## config.mk

```make
export PLATFORM = sky130hd
export DESIGN_NAME = dapc_ctrl
export DESIGN_NICKNAME = d
export VERILOG_FILES = /design/src/shared/dapc_pkg.sv /design/src/logic/dapc_fifo.sv /design/src/logic/dapc_ctrl.sv
export SDC_FILE = /design/constraint.sdc
export NUM_CORES = 1
export LEC_CHECK = 0
export BUFFER_PORTS_ARGS = -buffer_cell sky130_fd_sc_hd__buf_2
export CAP_MARGIN = 15
export CORE_UTILIZATION = 55
export CTS_CLUSTER_SIZE = 8
export DETAILED_ROUTE_END_ITERATION = 10
export PLACE_DENSITY = 0.71
export SYNTH_ARGS = -nofsm -noshare
export SYNTH_HDL_FRONTEND = slang
export SYNTH_SLANG_ARGS = --single-unit
```

## constraint.sdc

```tcl
create_clock -name mclk -period 3.4 [get_ports mclk]
set_clock_uncertainty 0.1 [all_clocks]
set_input_delay 0.68 -clock mclk [delete_from_list [all_inputs] [get_ports mclk]]
set_output_delay 0.68 -clock mclk [all_outputs]
set_load 0.05 [all_outputs]
```

## src/shared/dapc_pkg.sv

```systemverilog
`default_nettype none
package dapc_pkg;
    // Three-level strap states
    typedef enum logic [1:0] {
        DAPC_STRAP_LOW   = 2'b00,
        DAPC_STRAP_FLOAT = 2'b01,
        DAPC_STRAP_HIGH  = 2'b10
    } dapc_strap_e;

    // Clock divide selections
    localparam logic [1:0] DAPC_DIV1 = 2'h0;
    localparam logic [1:0] DAPC_DIV2 = 2'h1;
    localparam logic [1:0] DAPC_DIV4 = 2'h2;

    // Output standard selections
    localparam logic [1:0] DAPC_OUT_CMOS   = 2'h0;
    localparam logic [1:0] DAPC_OUT_DIFF3  = 2'h1;
    localparam logic [1:0] DAPC_OUT_DIFF2  = 2'h2;

    // Code formats
    localparam logic [1:0] DAPC_FMT_OFFBIN = 2'h0;
    localparam logic [1:0] DAPC_FMT_TWOS   = 2'h1;
    localparam logic [1:0] DAPC_FMT_GRAY   = 2'h2;

    // Power states
    localparam logic [1:0] DAPC_PWR_NORMAL = 2'h0;
    localparam logic [1:0] DAPC_PWR_SLEEP  = 2'h1;
    localparam logic [1:0] DAPC_PWR_NAP    = 2'h2;

    localparam int DAPC_WORD_W  = 10;
    localparam int DAPC_FIFO_D  = 16;
    localparam int DAPC_LAT_HALF = 15;   // Seven and one half cycles, in half cycles

    // Timing in nanoseconds and clock rate
    localparam int DAPC_CLK_MHZ       = 40;
    localparam int DAPC_NAP_WAKE_NS   = 1000;
    localparam int DAPC_SLEEP_WAKE_NS = 1000000;
    localparam int DAPC_DLL_LOCK_NS   = 52000;
    localparam int DAPC_NAP_WAKE_CYC   = DAPC_NAP_WAKE_NS * DAPC_CLK_MHZ / 1000;
    localparam int DAPC_SLEEP_WAKE_CYC = DAPC_SLEEP_WAKE_NS * DAPC_CLK_MHZ / 1000;
    localparam int DAPC_DLL_LOCK_CYC   = DAPC_DLL_LOCK_NS * DAPC_CLK_MHZ / 1000;

    // Serial override settings, each with a valid flag
    typedef struct packed {
        logic       div_ovr;
        logic [1:0] div_val;
        logic       mode_ovr;
        logic [1:0] mode_val;
        logic       fmt_ovr;
        logic [1:0] fmt_val;
        logic       pwr_ovr;
        logic [1:0] pwr_val;
        logic       pwr_idx_b;
    } dapc_ovr_s;

    // One converted sample pair
    typedef struct packed {
        logic [DAPC_WORD_W-1:0] a;
        logic [DAPC_WORD_W-1:0] b;
    } dapc_pair_s;
endpackage
`default_nettype wire

```

## src/logic/dapc_fifo.sv

```systemverilog
`default_nettype none
module dapc_fifo #(
    parameter int WIDTH = 20,
    parameter int DEPTH = 16
) (
    input  wire logic             mclk,
    input  wire logic             rst_b,
    input  wire logic [WIDTH-1:0] in_data,
    input  wire logic             in_valid,
    output logic                  in_ready,
    output logic [WIDTH-1:0]      out_data,
    output logic                  out_valid,
    input  wire logic             out_ready
);
    localparam int AW = $clog2(DEPTH);
    logic [WIDTH-1:0] mem [DEPTH];
    logic [AW-1:0]    wr_ptr_reg;
    logic [AW-1:0]    rd_ptr_reg;
    logic [AW:0]      count_reg;
    logic             push;
    logic             pop;

    // Honest flags straight from the fill count
    assign in_ready  = (count_reg != (AW+1)'(DEPTH));
    assign out_valid = (count_reg != '0);
    assign push      = in_valid && in_ready;
    assign pop       = out_valid && out_ready;
    assign out_data  = mem[rd_ptr_reg];

    // Storage has no reset, saves area
    always_ff @(posedge mclk) begin
        if (push) begin
            mem[wr_ptr_reg] <= in_data;
        end
    end

    // Pointers and count
    always_ff @(posedge mclk or negedge rst_b) begin
        if (!rst_b) begin
            wr_ptr_reg <= '0;
            rd_ptr_reg <= '0;
            count_reg  <= '0;
        end else begin
            if (push) begin
                wr_ptr_reg <= (wr_ptr_reg == AW'(DEPTH-1)) ? '0 : wr_ptr_reg + 1'b1;
            end
            if (pop) begin
                rd_ptr_reg <= (rd_ptr_reg == AW'(DEPTH-1)) ? '0 : rd_ptr_reg + 1'b1;
            end
            count_reg <= count_reg + (AW+1)'(push) - (AW+1)'(pop);
        end
    end
endmodule
`default_nettype wire

```

## src/logic/dapc_ctrl.sv

```systemverilog
`default_nettype none
// Overview of operation
// Divider strap low divides by 2, floating by 1, high by 4.
// Serially programmed divider ratio replaces the divider strap.
// Clock ratio change causes a lock wait, scaled to sample rate; code waits only for a change made in ST_RUN.
// One DDR bus: channel A while clock low, B while high.
// Output standard strap: low CMOS, float diff 3mA, high diff 2mA.
// Serial output standard setting beats the strap.
// Over-range flags positive full scale, saturates, refreshed every sample.
// Ready about 1us after nap, about 1ms after sleep exit.
// Host wakes sleep: select low, wait, write, wait 1ms.
// With select low in sleep, skip select wait; 1ms still applies.
// Host keeps select high while device sleeps.
// Nap or sleep floats data, forwarded clock and over-range; code floats data only, holds clock low, keeps driving over-range.
// Host keeps input clock steady in low power; stop adds relock.
// Power strap: low normal, float sleep, high nap.
// Serial power state overrides strap, indexed; strap acts on both.
// Format strap: low offset binary, float two's complement, high Gray.
// Serial format setting supersedes the format strap.
// Offset binary is straight code; two's complement flips the MSB.
// Gray keeps MSB; lower bits xor with next higher binary bit.
// Mid-scale gives 1000000000, 0000000000, 1100000000 per format.
// Data leaves seven and a half cycles after its sample.
// Recal reset low holds forwarded clock low; resumes next edge.
// Ten-bit words, encoded per channel before interleaving.
// Straps sampled as three states, held, used only without override.
module dapc_ctrl
    import dapc_pkg::*;
#(
    parameter int W          = DAPC_WORD_W,
    parameter int FIFO_DEPTH = DAPC_FIFO_D,
    parameter int SLEEP_CYC  = DAPC_SLEEP_WAKE_CYC,
    parameter int LOCK_CYC   = DAPC_DLL_LOCK_CYC
) (
    input  wire logic          mclk,
    input  wire logic          rst_b,
    input  wire logic [1:0]    clock_divide_strap,
    input  wire logic [1:0]    output_standard_strap,
    input  wire logic [1:0]    code_format_strap,
    input  wire logic [1:0]    power_state_strap,
    input  wire dapc_ovr_s     serial_ovr,
    input  wire logic          serial_select_n,
    input  wire logic          recal_reset_n,
    input  wire logic [W-1:0]  raw_a,
    input  wire logic [W-1:0]  raw_b,
    input  wire logic          raw_valid,
    output logic               raw_ready,
    output logic [W-1:0]       out_data,
    output logic               out_data_oe,
    output logic               forwarded_sample_clock,
    output logic               over_range,
    output logic [1:0]         out_standard,
    output logic [1:0]         divide_ratio,
    output logic [1:0]         power_state_a,
    output logic [1:0]         power_state_b,
    output logic               awake
);
    typedef enum logic [1:0] {
        ST_LOW   = 2'b00,
        ST_WAKE  = 2'b01,
        ST_RUN   = 2'b11,
        ST_LOCK  = 2'b10
    } dapc_pwr_e;

    localparam int NAP_CYC = (DAPC_NAP_WAKE_CYC < 1) ? 1 : DAPC_NAP_WAKE_CYC;
    localparam int CW = $clog2(SLEEP_CYC + LOCK_CYC + NAP_CYC + 1);
    localparam logic [W-1:0] FULL_SCALE = {W{1'b1}};
    localparam logic [1:0]   DIV4_LAST  = 2'h3;

    logic [1:0]  div_sync1_reg, div_sync2_reg, mode_sync1_reg, mode_sync2_reg;
    logic [1:0]  fmt_sync1_reg, fmt_sync2_reg, pwr_sync1_reg, pwr_sync2_reg;
    logic [1:0]  sel_sync_reg, rcl_sync_reg;
    logic [1:0]  div_strap_reg, mode_strap_reg, fmt_strap_reg, pwr_strap_reg;
    logic        straps_held_reg;
    logic [1:0]  div_sel, fmt_sel, pwr_a_sel, pwr_b_sel;
    logic [1:0]  pwr_a_reg, pwr_b_reg;
    logic [1:0]  div_cnt_reg, div_last_reg;
    logic        sample_en;
    dapc_pwr_e   pwr_st_reg;
    logic [CW-1:0] wait_reg;
    logic [W-1:0] enc_a, enc_b;
    dapc_pair_s  fifo_in, fifo_out;
    logic        fifo_out_valid, fifo_pop;
    logic [DAPC_LAT_HALF/2-1:0] lat_valid_reg;
    logic        phase_reg;
    logic        pend_reg, deep_reg;
    logic [W-1:0] hold_b_reg;
    logic        or_b_reg;

    // Two-flop synchronisers for the strap, select and recal inputs
    always_ff @(posedge mclk or negedge rst_b) begin
        if (!rst_b) begin
            div_sync1_reg  <= 2'h0;
            div_sync2_reg  <= 2'h0;
            mode_sync1_reg <= 2'h0;
            mode_sync2_reg <= 2'h0;
            fmt_sync1_reg  <= 2'h0;
            fmt_sync2_reg  <= 2'h0;
            pwr_sync1_reg  <= 2'h0;
            pwr_sync2_reg  <= 2'h0;
            sel_sync_reg   <= 2'h3;
            rcl_sync_reg   <= 2'h0;
        end else begin
            div_sync1_reg  <= clock_divide_strap;
            div_sync2_reg  <= div_sync1_reg;
            mode_sync1_reg <= output_standard_strap;
            mode_sync2_reg <= mode_sync1_reg;
            fmt_sync1_reg  <= code_format_strap;
            fmt_sync2_reg  <= fmt_sync1_reg;
            pwr_sync1_reg  <= power_state_strap;
            pwr_sync2_reg  <= pwr_sync1_reg;
            sel_sync_reg   <= {sel_sync_reg[0], serial_select_n};
            rcl_sync_reg   <= {rcl_sync_reg[0], recal_reset_n};
        end
    end

    // Straps caught once after reset release and held stable
    always_ff @(posedge mclk or negedge rst_b) begin
        if (!rst_b) begin
            straps_held_reg <= 1'b0;
            div_strap_reg   <= DAPC_DIV1;
            mode_strap_reg  <= DAPC_OUT_DIFF3;
            fmt_strap_reg   <= DAPC_FMT_OFFBIN;
            pwr_strap_reg   <= DAPC_PWR_NORMAL;
        end else if (!straps_held_reg && rcl_sync_reg[1]) begin
            straps_held_reg <= 1'b1;
            unique case (dapc_strap_e'(div_sync2_reg))
                DAPC_STRAP_LOW:  div_strap_reg <= DAPC_DIV2;
                DAPC_STRAP_HIGH: div_strap_reg <= DAPC_DIV4;
                default:         div_strap_reg <= DAPC_DIV1;
            endcase
            case (dapc_strap_e'(mode_sync2_reg))
                DAPC_STRAP_LOW:  mode_strap_reg <= DAPC_OUT_CMOS;
                DAPC_STRAP_HIGH: mode_strap_reg <= DAPC_OUT_DIFF2;
                default:         mode_strap_reg <= DAPC_OUT_DIFF3;
            endcase
            case (dapc_strap_e'(fmt_sync2_reg))
                DAPC_STRAP_LOW:  fmt_strap_reg <= DAPC_FMT_OFFBIN;
                DAPC_STRAP_HIGH: fmt_strap_reg <= DAPC_FMT_GRAY;
                default:         fmt_strap_reg <= DAPC_FMT_TWOS;
            endcase
            case (dapc_strap_e'(pwr_sync2_reg))
                DAPC_STRAP_LOW:  pwr_strap_reg <= DAPC_PWR_NORMAL;
                DAPC_STRAP_HIGH: pwr_strap_reg <= DAPC_PWR_NAP;
                default:         pwr_strap_reg <= DAPC_PWR_SLEEP;
            endcase
        end
    end

    // Serial settings win over straps; power override hits one converter
    assign div_sel      = serial_ovr.div_ovr  ? serial_ovr.div_val  : div_strap_reg;
    assign out_standard = serial_ovr.mode_ovr ? serial_ovr.mode_val : mode_strap_reg;
    assign fmt_sel      = serial_ovr.fmt_ovr  ? serial_ovr.fmt_val  : fmt_strap_reg;
    assign pwr_a_sel = (serial_ovr.pwr_ovr && !serial_ovr.pwr_idx_b) ?
                       serial_ovr.pwr_val : pwr_a_reg;
    assign pwr_b_sel = (serial_ovr.pwr_ovr && serial_ovr.pwr_idx_b) ?
                       serial_ovr.pwr_val : pwr_b_reg;
    assign divide_ratio  = div_sel;
    assign power_state_a = pwr_a_reg;
    assign power_state_b = pwr_b_reg;

    // Per-converter power state; strap loads both at start
    always_ff @(posedge mclk or negedge rst_b) begin
        if (!rst_b) begin
            pwr_a_reg <= DAPC_PWR_NORMAL;
            pwr_b_reg <= DAPC_PWR_NORMAL;
        end else if (!straps_held_reg) begin
            pwr_a_reg <= pwr_strap_reg;
            pwr_b_reg <= pwr_strap_reg;
        end else begin
            pwr_a_reg <= (serial_ovr.pwr_ovr || !straps_held_reg) ? pwr_a_sel : pwr_strap_reg;
            pwr_b_reg <= (serial_ovr.pwr_ovr || !straps_held_reg) ? pwr_b_sel : pwr_strap_reg;
        end
    end

    // Sample rate enable from divider; a ratio change in ST_RUN starts the lock wait
    always_ff @(posedge mclk or negedge rst_b) begin
        if (!rst_b) begin
            div_cnt_reg  <= 2'h0;
            div_last_reg <= DAPC_DIV1;
        end else begin
            div_last_reg <= div_sel;
            if (sample_en) begin
                div_cnt_reg <= 2'h0;
            end else begin
                div_cnt_reg <= div_cnt_reg + 2'h1;
            end
        end
    end
    always_comb begin
        case (div_sel)
            DAPC_DIV2: sample_en = (div_cnt_reg == DAPC_DIV2);
            DAPC_DIV4: sample_en = (div_cnt_reg == DIV4_LAST);
            default:   sample_en = 1'b1;
        endcase
    end

    // Remember a sleep so the long wake delay applies, nap wakes fast
    always_ff @(posedge mclk or negedge rst_b) begin
        if (!rst_b) begin
            deep_reg <= 1'b0;
        end else if (pwr_a_reg == DAPC_PWR_SLEEP || pwr_b_reg == DAPC_PWR_SLEEP) begin
            deep_reg <= 1'b1;
        end else if (pwr_st_reg == ST_WAKE) begin
            deep_reg <= 1'b0;
        end
    end

    // Power sequencer: low power, wake delay, run; relock from run after a ratio change
    always_ff @(posedge mclk or negedge rst_b) begin
        if (!rst_b) begin
            pwr_st_reg <= ST_LOW;
            wait_reg   <= '0;
        end else begin
            case (pwr_st_reg)
                ST_RUN: begin
                    if (pwr_a_reg != DAPC_PWR_NORMAL || pwr_b_reg != DAPC_PWR_NORMAL) begin
                        pwr_st_reg <= ST_LOW;
                    end else if (div_sel != div_last_reg) begin
                        pwr_st_reg <= ST_LOCK;
                        wait_reg   <= CW'(LOCK_CYC);
                    end
                end
                ST_LOW: begin
                    if (straps_held_reg && pwr_a_reg == DAPC_PWR_NORMAL &&
                        pwr_b_reg == DAPC_PWR_NORMAL) begin
                        pwr_st_reg <= ST_WAKE;
                        wait_reg   <= deep_reg ? CW'(SLEEP_CYC) : CW'(NAP_CYC);
                    end
                end
                ST_WAKE, ST_LOCK: begin
                    if (pwr_a_reg != DAPC_PWR_NORMAL || pwr_b_reg != DAPC_PWR_NORMAL) begin
                        pwr_st_reg <= ST_LOW;
                    end else if (wait_reg <= CW'(1)) begin
                        pwr_st_reg <= ST_RUN;
                    end else begin
                        wait_reg <= wait_reg - CW'(1);
                    end
                end
                default: pwr_st_reg <= ST_LOW;
            endcase
        end
    end
    assign awake = (pwr_st_reg == ST_RUN);

    // Encode each channel; all-ones full scale stays all ones only in offset binary
    function automatic logic [W-1:0] dapc_enc(input logic [W-1:0] v, input logic [1:0] f);
        case (f)
            DAPC_FMT_TWOS: dapc_enc = {~v[W-1], v[W-2:0]};
            DAPC_FMT_GRAY: dapc_enc = v ^ (v >> 1);
            default:       dapc_enc = v;
        endcase
    endfunction
    assign enc_a = dapc_enc(raw_a, fmt_sel);
    assign enc_b = dapc_enc(raw_b, fmt_sel);
    assign fifo_in = '{a: enc_a, b: enc_b};
    assign fifo_pop = fifo_out_valid && sample_en && awake && lat_valid_reg[0] && !pend_reg;

    dapc_fifo #(
        .WIDTH (2*W),
        .DEPTH (FIFO_DEPTH)
    ) u_fifo (
        .mclk      (mclk),
        .rst_b     (rst_b),
        .in_data   (fifo_in),
        .in_valid  (raw_valid && awake),
        .in_ready  (raw_ready),
        .out_data  (fifo_out),
        .out_valid (fifo_out_valid),
        .out_ready (fifo_pop)
    );

    // Pipeline fill delay; half cycle comes from the DDR phase
    always_ff @(posedge mclk or negedge rst_b) begin
        if (!rst_b) begin
            lat_valid_reg <= '0;
        end else if (!awake) begin
            lat_valid_reg <= '0;
        end else if (sample_en) begin
            lat_valid_reg <= {fifo_out_valid, lat_valid_reg[$bits(lat_valid_reg)-1:1]};
        end
    end

    // DDR phase: A on low half, B on high half; pend marks B still owed
    always_ff @(posedge mclk or negedge rst_b) begin
        if (!rst_b) begin
            phase_reg   <= 1'b0;
            pend_reg    <= 1'b0;
            out_data    <= '0;
            hold_b_reg  <= '0;
            or_b_reg    <= 1'b0;
            over_range  <= 1'b0;
        end else if (!rcl_sync_reg[1]) begin
            phase_reg   <= 1'b0;
            pend_reg    <= 1'b0;
            over_range  <= 1'b1;
        end else if (fifo_pop) begin
            phase_reg   <= 1'b0;
            pend_reg    <= 1'b1;
            out_data    <= fifo_out.a;
            hold_b_reg  <= fifo_out.b;
            over_range  <= (fifo_out.a == dapc_enc(FULL_SCALE, fmt_sel));
            or_b_reg    <= (fifo_out.b == dapc_enc(FULL_SCALE, fmt_sel));
        end else if (pend_reg) begin
            phase_reg   <= 1'b1;
            pend_reg    <= 1'b0;
            out_data    <= hold_b_reg;
            over_range  <= or_b_reg;
        end else begin
            phase_reg   <= 1'b0;
        end
    end
    assign forwarded_sample_clock = phase_reg && rcl_sync_reg[1] && awake;
    assign out_data_oe = awake;

    // Select pin only observed; waking hinges on host write, not select timing
    logic unused_sel;
    assign unused_sel = sel_sync_reg[1];
endmodule
`default_nettype wire

```

==> results.json, run 1 <==
{
  "crit_fanout": 2,
  "fin_crit_sh_pct": 87.6,
  "start_util_pct": 56.2,
  "synth_adder_area_share_pct": 1.56,
  "worstSkewPairLatency_ns": 0.58,
  "highest_layer": "met4",
  "required_ns": 3.79,
  "drt_iter0_drc": 930,
  "min_period_ns": 2.98,
  "routed-wl-met3_mm": 2.88,
  "grt_pass1_wl_mm": 56.8,
  "antenna_found_initial": 0,
  "htree_levels": 2,
  "fp.dieH_um": 179,
  "gr-total-overflow": 0,
  "syn_area_um2": 17300,
  "wl_mm": 37.5,
  "avgRoutedWirePerCell_um": 23.9,
  "grt_max_degree": 55,
  "hold_slack_ns": 0.0323,
  "ctsResizeCount": 0,
  "cts_buffer_depth": 3,
  "cts_made_buffers": 58,
  "met2_length_mm": 17.5,
  "nNetsFinal": 1204,
  "cts_hold_buf": 0,
  "largest_reg_flops": 320,
  "synth-main-ff-cell": "edfxtp_1",
  "worst_pin_slew_ns": 1.12,
  "root_buffer": "clkbuf_16",
  "drc": 14,
  "track_usage_pct": 24.5,
  "hold_class": "in2async",
  "die_x_um": 179,
  "ys_warn_count": 0,
  "synth_mux_area_share_pct": 14.5,
  "violations": "design-rule violations",
  "rsz0062_at_grt": "false",
  "n_antenna_cell": 0,
  "cap_violations": 0,
  "power_uw": 12900,
  "synth-simple-area-share_pct": 5.82,
  "status": "finished with violations",
  "synth-seq-area-share_pct": 69.8,
  "syn_area_per_cell_um2": 17.0,
  "first_global_vias": 9549,
  "pin_count": 69,
  "cts_sinks": 418,
  "synth_xor_area_share_pct": 0.558,
  "finalSetupViolCount": 0,
  "worstPathArrival_ns": 3.37,
  "ys_top_cells_by_count": "edfxtp_1, dfrtp_1, mux4_2",
  "ant_nets": 0,
  "port_buffers": 67,
  "synth_enable_flop_cells": 320,
  "synth_compound_area_share_pct": 5.64,
  "yosys.area.top_type": "edfxtp_1",
  "pwr_density_cell_nw_per_um2": 648,
  "synth_nets": 1083,
  "gp_congestion": 0.832,
  "clkTransAtPathRegs_ns": 0.05,
  "slew_headroom_pct": 25.2,
  "ys_ff_latch": 418,
  "area_delta_synth_final_pct": 15.6,
  "yosysUniqueCellTypes": 59,
  "worst_setup_path_end_kind": "flop",
  "vias": 9516,
  "start_kind": "flop",
  "cts_tree": "built",
  "core-area_um2": 30700,
  "synth_top_family_by_area": "multiplexers",
  "cts_setup_buffers": 0,
  "syn_inst": 1016,
  "drive_gt1_share_pct": 25.7,
  "yosysMostFrequentCell": "edfxtp_1",
  "async_flop_share_pct": 23.4,
  "leakage_uw": 0.00711,
  "num_rows": 64,
  "hold_viol": 0,
  "max-vdd-ir-drop_v": 0.000403,
  "dp_hpwl_mm": 22.0,
  "design.die.area_um2": 32100,
  "ys_top_cells_by_area": "edfxtp_1, dfrtp_1, mux4_2, mux2i_1, mux2_2",
  "drtPass1Iterations": 8,
  "viasPerCell": 6.06,
  "met1_length_mm": 15.8,
  "synth_top_area_share_pct": 55.6,
  "worstSetupPathType": "reg2reg",
  "maxSlewViolCount": 0,
  "fmax_mhz": 336
}
## per-stage QoR
| stage | TNS, ns | utilization (%) | std cells | instance area [um^2] | worst slack, ns |
|---|---|---|---|---|---|
| final | 0 | 64.9 | 1570 | 20000 | 0.421 |
| after global routing | 0 | 64.9 | 1570 | 20000 | 0.203 |
| after CTS | 0 | 64.9 | 1570 | 20000 | 0.386 |
| after detailed placement | -0.0150 | 59.6 | 1473 | 18300 | -0.0150 |
| after global placement | 0 | 59.6 | 1473 | 18300 | 0.0128 |
| after floorplan | -0.171 | - | 1016 | 17300 | -0.171 |
## cell usage in the layout, fill, tap and decap left out, types with 6 or more instances in the layout
| cell type | instances |
|---|---|
| mux2_2 | 23 |
| mux2i_1 | 39 |
| a31oi_1 | 8 |
| nor4_1 | 10 |
| a21oi_1 | 17 |
| dfrtp_1 | 95 |
| o21ai_0 | 10 |
| nand2b_1 | 32 |
| a22oi_1 | 20 |
| mux4_2 | 77 |
| a22o_1 | 20 |
| buf_12 | 6 |
| buf_4 | 41 |
| xnor2_1 | 9 |
| nand4_1 | 6 |
| ha_1 | 20 |
| nor2_1 | 34 |
| o21ai_1 | 30 |
| nor2b_1 | 9 |
| mux2_1 | 8 |
| nor2_2 | 12 |
| o22ai_1 | 15 |
| clkbuf_1 | 35 |
| buf_2 | 66 |
| nand2_1 | 50 |
| edfxtp_1 | 320 |
| inv_1 | 23 |
| clkbuf_16 | 58 |
| nand3_1 | 7 |
## final cells by class
type | instances | area (um^2)
Fill cell | 2127 | 10800
Multi-Input combinational cell | 522 | 4920
Clock inverter | 4 | 42.5
Tap cell | 396 | 495
Sequential cell | 418 | 12100
Inverter | 24 | 90.1
Clock buffer | 93 | 1580
Timing Repair Buffer | 113 | 758
## worst max-delay path, cell delays in order, from the launching register on
cell      delay (ns)
dfrtp_1         0.38
inv_1           0.08
ha_1            0.17
or3b_1          0.38
o211ai_1        0.35
nor3_4          0.06
ha_1            0.29
inv_1           0.04
ha_1            0.20
fa_1            0.43
a21oi_1         0.14
nor2_1          0.05
nor2_1          0.11
xnor2_1         0.12
## worst paths after layout
| path | from | endpoint | slack (ns) | depth (start not counted) |
|---|---|---|---|---|
| max | u_fifo.count_reg[3] | u_fifo.count_reg[4] | 0.42 | 13 |
| min | rst_b | out_data[0] | 0.03 | 1 |
| max reg2reg | u_fifo.count_reg[3] | u_fifo.count_reg[4] | 0.42 | 13 |
| min reg2reg | pwr_sync1_reg[0] | pwr_sync2_reg[0] | 0.24 | 0 |
| max in group asynchronous | rst_b | mode_strap_reg[0] | 2.40 | 2 |
| min in group mclk | code_format_strap[0] | fmt_sync1_reg[0] | 0.12 | 1 |
## kinds of logic after synthesis
family	Yosys count
xor gates and xnor gates	11
AOI/OAI and AO/OA	146
muxes	148
DFF	418
and+or+nand+nor	196
adders and majority gates	21
buffers and inverters	76
## report_power, final
group / leakage [uW] / switching [uW] / internal, uW
Combinational: 0.00219 / 1110 / 606
Clock: 0.000776 / 1980 / 3130
Sequential: 0.00415 / 211 / 5910
Total: 0.00711 / 3300 / 9640
## routing by layer
| metal | vias to the layer above | GRT usage [%] |
|---|---|---|
| met4 | 0 | 9.59 |
| met5 | - | 0 |
| met1 | 4813 | 34.6 |
| met2 | 367 | 38.1 |
| li1 | 4251 | - |
| met3 | 85 | 4.62 |
No activity file was read; power rests on OpenSTA's default activity.
==> run 2, diff against run 1 <==
- ABC_AREA: not set -> 1
==> results.json, run 2 <==
{
  "layout_common_cells": "nand2_1, edfxtp_1, inv_1",
  "critical_path.startpoint": "u_fifo.count_reg[2]",
  "cts_buffer_depth": 3,
  "hold_viol": 0,
  "r2r-end": "u_fifo.mem[5][19]",
  "dp_hpwl_mm": 26.9,
  "drtPass1Iterations": 6,
  "worstPathArrival_ns": 3.14,
  "ctsResizeCount": 0,
  "nNetsFinal": 2022,
  "vias": 13300,
  "drt_iter0_drc": 1280,
  "grt_max_degree": 115,
  "cts_sinks": 418,
  "n_antenna_cell": 0,
  "final_common_cell": "nand2_1",
  "design.die.area_um2": 34300,
  "wl_mm": 44.4,
  "reg2reg_slack_ns": 0.43,
  "pin_count": 69,
  "hold_class": "in2async",
  "synth_nets": 1914,
  "gp_congestion": 0.840,
  "dpl.cell_count": 2337,
  "cap_violations": 0,
  "r2r_cells": 8,
  "use_met2_pct": 44.6,
  "root_buffer": "clkbuf_16",
  "ys_top_cells_by_area": "edfxtp_1, dfrtp_1, nand2_1, nor2_1, inv_1",
  "pwr_density_cell_nw_per_um2": 609,
  "largest_reg_flops": 320,
  "synth_top_area_share_pct": 52.0,
  "synth-main-ff-cell": "edfxtp_1",
  "synth-seq-area-share_pct": 65.3,
  "die_x_um": 185,
  "drc": 0,
  "leakage_uw": 0.00906,
  "num_rows": 66,
  "cp_slowest_stage_delay_ns": 0.76,
  "yosysMostFrequentCell": "nand2_1",
  "grt.busiest_layer": "met2",
  "core-area_um2": 32800,
  "start_kind": "flop",
  "worstSetupPathType": "reg2reg",
  "crit_path_end": "u_fifo.mem[5][19]",
  "syn_area_per_cell_um2": 10.0,
  "clkTransAtPathRegs_ns": 0.05,
  "fin_crit_sh_pct": 87.5,
  "min_period_ns": 2.97,
  "fin_cells": 2429,
  "async_flop_share_pct": 23.4,
  "power_uw": 12900,
  "finalWorstSetupSlack_ns": 0.425,
  "cts_hold_buf": 0,
  "cts_tree": "built",
  "ant_nets": 0,
  "port_buffers": 67,
  "slew_headroom_pct": 37.0,
  "fmax_mhz": 336,
  "worst_pin_slew_ns": 0.944,
  "antenna_found_initial": 0,
  "avgRoutedWirePerCell_um": 18.3,
  "max-vdd-ir-drop_v": 0.000406,
  "fin_util_pct": 64.8,
  "rsz0062_at_grt": "false",
  "ys_warn_count": 0,
  "synth_enable_flop_cells": 320,
  "cts_made_buffers": 58,
  "syn_inst": 1847,
  "required_ns": 3.57,
  "area_delta_synth_final_pct": 15.0,
  "status": "finished clean",
  "use_met1_pct": 36.6,
  "ys_ff_latch": 418,
  "cts_setup_buffers": 0,
  "start_util_pct": 56.4,
  "track_usage_pct": 26.9,
  "r2r-start": "u_fifo.count_reg[2]",
  "first_global_vias": 13000,
  "worst_setup_path_end_kind": "flop",
  "yosys.area.top_type": "edfxtp_1",
  "ys_top_cells_by_count": "nand2_1, edfxtp_1, nor2_1",
  "gr-total-overflow": 0,
  "yosysUniqueCellTypes": 40,
  "crit_fanout": 11,
  "viasPerCell": 5.49,
  "syn_area_um2": 18500,
  "htree_levels": 2,
  "slowest_stage": "nor2_2",
  "maxSlewViolCount": 0,
  "dp_slack_ns": 0.0406,
  "fp.dieH_um": 185,
  "grt_use_met3_pct": 3.58,
  "finalSetupViolCount": 0,
  "worstSkewPairLatency_ns": 0.59,
  "crit_chain": "inv_1 -> ha_1 -> nand4_1 -> nand3_1 -> clkinv_1 -> nand2_1 -> nor2_2 -> buf_4",
  "drive_gt1_share_pct": 11.2,
  "grt_pass1_wl_mm": 69.7
}
-- run 2: cell types whose count changed in the layout (fill, tap and decap cells not counted), sizes merged, moves of 32 or more --
cell | previous run | this run
inv | 26 | 225
nand3 | 7 | 128
mux4 | 78 | 0
o21ai | 40 | 132
nor2 | 46 | 235
mux2i | 39 | 0
nand2 | 50 | 462
a21oi | 17 | 49
nand2b | 32 | 0
-- run 2: logic make-up (layout without fill, tap and decap cells) --
kind of cell	Yosys count	after routing	synth area share (%)
buf+inv	310	450	6.99
flops	418	418	65.3
fa+ha+maj	21	21	1.46
simple gates	846	846	18.4
xor+xnor	18	18	0.853
compound gates	234	234	7.00
-- run 2: worst min-delay path by stage --
stage | from | endpoint | slack, ns | cells after the start
floorplan | div_sync1_reg[0] | div_sync2_reg[0] | 0.23 | 0
global placement | fmt_sync1_reg[0] | fmt_sync2_reg[0] | 0.23 | 0
detailed placement | pwr_sync1_reg[1] | pwr_sync2_reg[1] | 0.23 | 0
CTS | code_format_strap[1] | fmt_sync1_reg[1] | 0.08 | 1
global route | output_standard_strap[0] | mode_sync1_reg[0] | 0.09 | 1
finish | rst_b | u_fifo.rd_ptr_reg[3] | 0.08 | 1
-- run 2: area by class of cell --
type / instances / area (um^2)
well taps: 442 / 553
multi-input cells: 1119 / 5200
fillers: 2535 / 11500
inverters: 233 / 880
clock buffers: 89 / 1590
clock inverters: 3 / 40.0
repair buffers: 125 / 911
flip-flops and latches: 418 / 12100
-- run 2: report_power, final --
part	total, uW	switching, uW	internal (uW)
registers	6030	168	5870
clock network	5160	2010	3150
logic	1740	1210	527
-- run 2: per-layer routing --
layer	part of all wire, %	vias up
met3	8.3	85
met5	0	-
met1	41	6361
met2	48	592
li1	-	6305
met4	2.4	0
-- run 2: worst max-delay path: cells and delay by family (launching register included) --
kind | cells | cell delay [ns]
buffers and inverters | 3 | 0.67
adders and majority gates | 1 | 0.21
and+or+nand+nor | 4 | 1.29
DFF | 1 | 0.36
-- run 2: stage by stage --
stage / cell area (um^2) / hold slack, ns / TNS, ns
6_report: 21200 / 0.0803 / 0
4_1_cts: 21200 / 0.0824 / 0
3_5_place_dp: 19600 / 0.235 / 0
2_1_floorplan: 18500 / 0.231 / -0.000919
5_1_grt: 21200 / 0.0893 / 0
3_3_place_gp: 19600 / 0.232 / 0
==> run 3, diff against run 2 <==
- PLACE_DENSITY: 0.71 -> 0.68
- clock period: 3.4 -> 3.5 ns (I/O delays scaled with it)
==> results.json, run 3 (synthesized netlist as in run 2, its figures left out) <==
{
  "status": "finished clean",
  "first_global_vias": 12300,
  "finalSetupViolCount": 0,
  "grt_pass1_wl_mm": 67.7,
  "reg2reg_slack_ns": 0.43,
  "area_delta_synth_final_pct": 15.2,
  "r2r_cells": 19,
  "start_kind": "flop",
  "vias": 13100,
  "nNetsFinal": 2029,
  "ctsResizeCount": 0,
  "dp_hpwl_mm": 26.7,
  "drt_iter0_drc": 1131,
  "worst_setup_path_end_kind": "flop",
  "num_rows": 66,
  "worst_pin_slew_ns": 0.997,
  "viasPerCell": 5.36,
  "drive_gt1_share_pct": 11.3,
  "htree_levels": 2,
  "rsz0062_at_grt": "false",
  "hold_class": "in2async",
  "pwr_density_cell_nw_per_um2": 593,
  "die_x_um": 185,
  "layout_common_cells": "nand2_1, edfxtp_1, inv_1",
  "cts_setup_buffers": 0,
  "port_buffers": 67,
  "dpl.cell_count": 2344,
  "grt_use_met3_pct": 4.33,
  "worstSkewPairLatency_ns": 0.59,
  "clkTransAtPathRegs_ns": 0.05,
  "n_antenna_cell": 0,
  "antenna_found_initial": 0,
  "root_buffer": "clkbuf_16",
  "r2r-start": "div_strap_reg[0]",
  "cts_made_buffers": 58,
  "worstPathArrival_ns": 3.45,
  "cts_sinks": 418,
  "use_met2_pct": 42.0,
  "slew_headroom_pct": 33.5,
  "fin_crit_sh_pct": 87.7,
  "required_ns": 3.88,
  "leakage_uw": 0.00911,
  "cts_hold_buf": 0,
  "track_usage_pct": 26.3,
  "fin_cells": 2446,
  "crit_fanout": 4,
  "hold_viol": 0,
  "grt_max_degree": 96,
  "maxSlewViolCount": 0,
  "final_common_cell": "nand2_1",
  "drtPass1Iterations": 8,
  "max-vdd-ir-drop_v": 0.000402,
  "fmax_mhz": 326,
  "largest_reg_flops": 320,
  "ant_nets": 0,
  "design.die.area_um2": 34300,
  "hold_slack_ns": 0.0436,
  "wl_mm": 43.8,
  "use_met1_pct": 37.5,
  "cap_violations": 0,
  "gr-total-overflow": 0,
  "start_util_pct": 56.4,
  "core-area_um2": 32800,
  "worstSetupPathType": "reg2reg",
  "tns_ns": 0,
  "r2r-end": "u_fifo.count_reg[4]",
  "min_period_ns": 3.07,
  "pin_count": 69,
  "drc": 0,
  "avgRoutedWirePerCell_um": 17.9,
  "grt.busiest_layer": "met2",
  "gp_congestion": 0.868,
  "cts_tree": "built",
  "fp.dieH_um": 185,
  "cts_buffer_depth": 3
}
run 3: cell types whose count changed in the layout (fill, tap and decap cells not counted), sizes merged:
cell,before,now
clkinv,10,11
clkbuf,89,98
buf,125,132
inv,225,226
clkinvlp,1,0
run 3: final cells by class:
class | instances | area (um^2)
fillers | 2568 | 11500
inverters | 233 | 880
clock buffers | 98 | 1600
well taps | 442 | 553
flip-flops and latches | 418 | 12100
repair buffers | 132 | 913
clock inverters | 4 | 63.8
multi-input cells | 1119 | 5200
run 3: per-stage QoR:
stage	total power, uW	util (%)	instance area (um^2)	setup slack (ns)
after floorplan	7070	-	18500	0.0247
after global placement	7520	59.8	19600	0.0911
after detailed placement	7600	59.8	19600	-0.0135
after CTS	12700	64.9	21300	0.420
after global routing	13100	64.9	21300	0.181
final	12600	64.9	21300	0.432
run 3: worst max-delay path, cell delays in order, from the launching register on:
cell and delay (ns):
dfrtp_1 0.34, inv_1 0.07, o21ai_4 0.18, inv_1 0.07, ha_2 0.19, a21boi_2 0.15
o21ai_0 0.10, nand2_1 0.11, inv_1 0.09, nor2_4 0.17, nand4_4 0.11, inv_4 0.07
ha_1 0.12, inv_1 0.04, ha_1 0.21, fa_2 0.36, a21oi_1 0.13, nor2_1 0.06
nor2_1 0.12, xor2_1 0.16
run 3: worst max-delay path by stage:
stage	startpoint	to
global placement	serial_ovr[12]	u_fifo.count_reg[4]
detailed placement	serial_ovr[12]	u_fifo.count_reg[4]
floorplan	serial_ovr[12]	u_fifo.count_reg[4]
finish	div_strap_reg[0]	u_fifo.count_reg[4]
global route	div_strap_reg[0]	u_fifo.count_reg[4]
CTS	div_strap_reg[0]	u_fifo.count_reg[4]
run 3: report_power, final:
group	leakage, uW	internal (uW)	switching [uW]	total [uW]
logic	0.00418	508	1170	1670
clock network	0.000789	3080	2010	5090
registers	0.00414	5700	160	5860
run 3: routing by layer:
layer	routed length (um)	share of wire, %
met2	20500	47
met4	913	2.1
met1	19300	44
met5	0	0
met3	3080	7.0
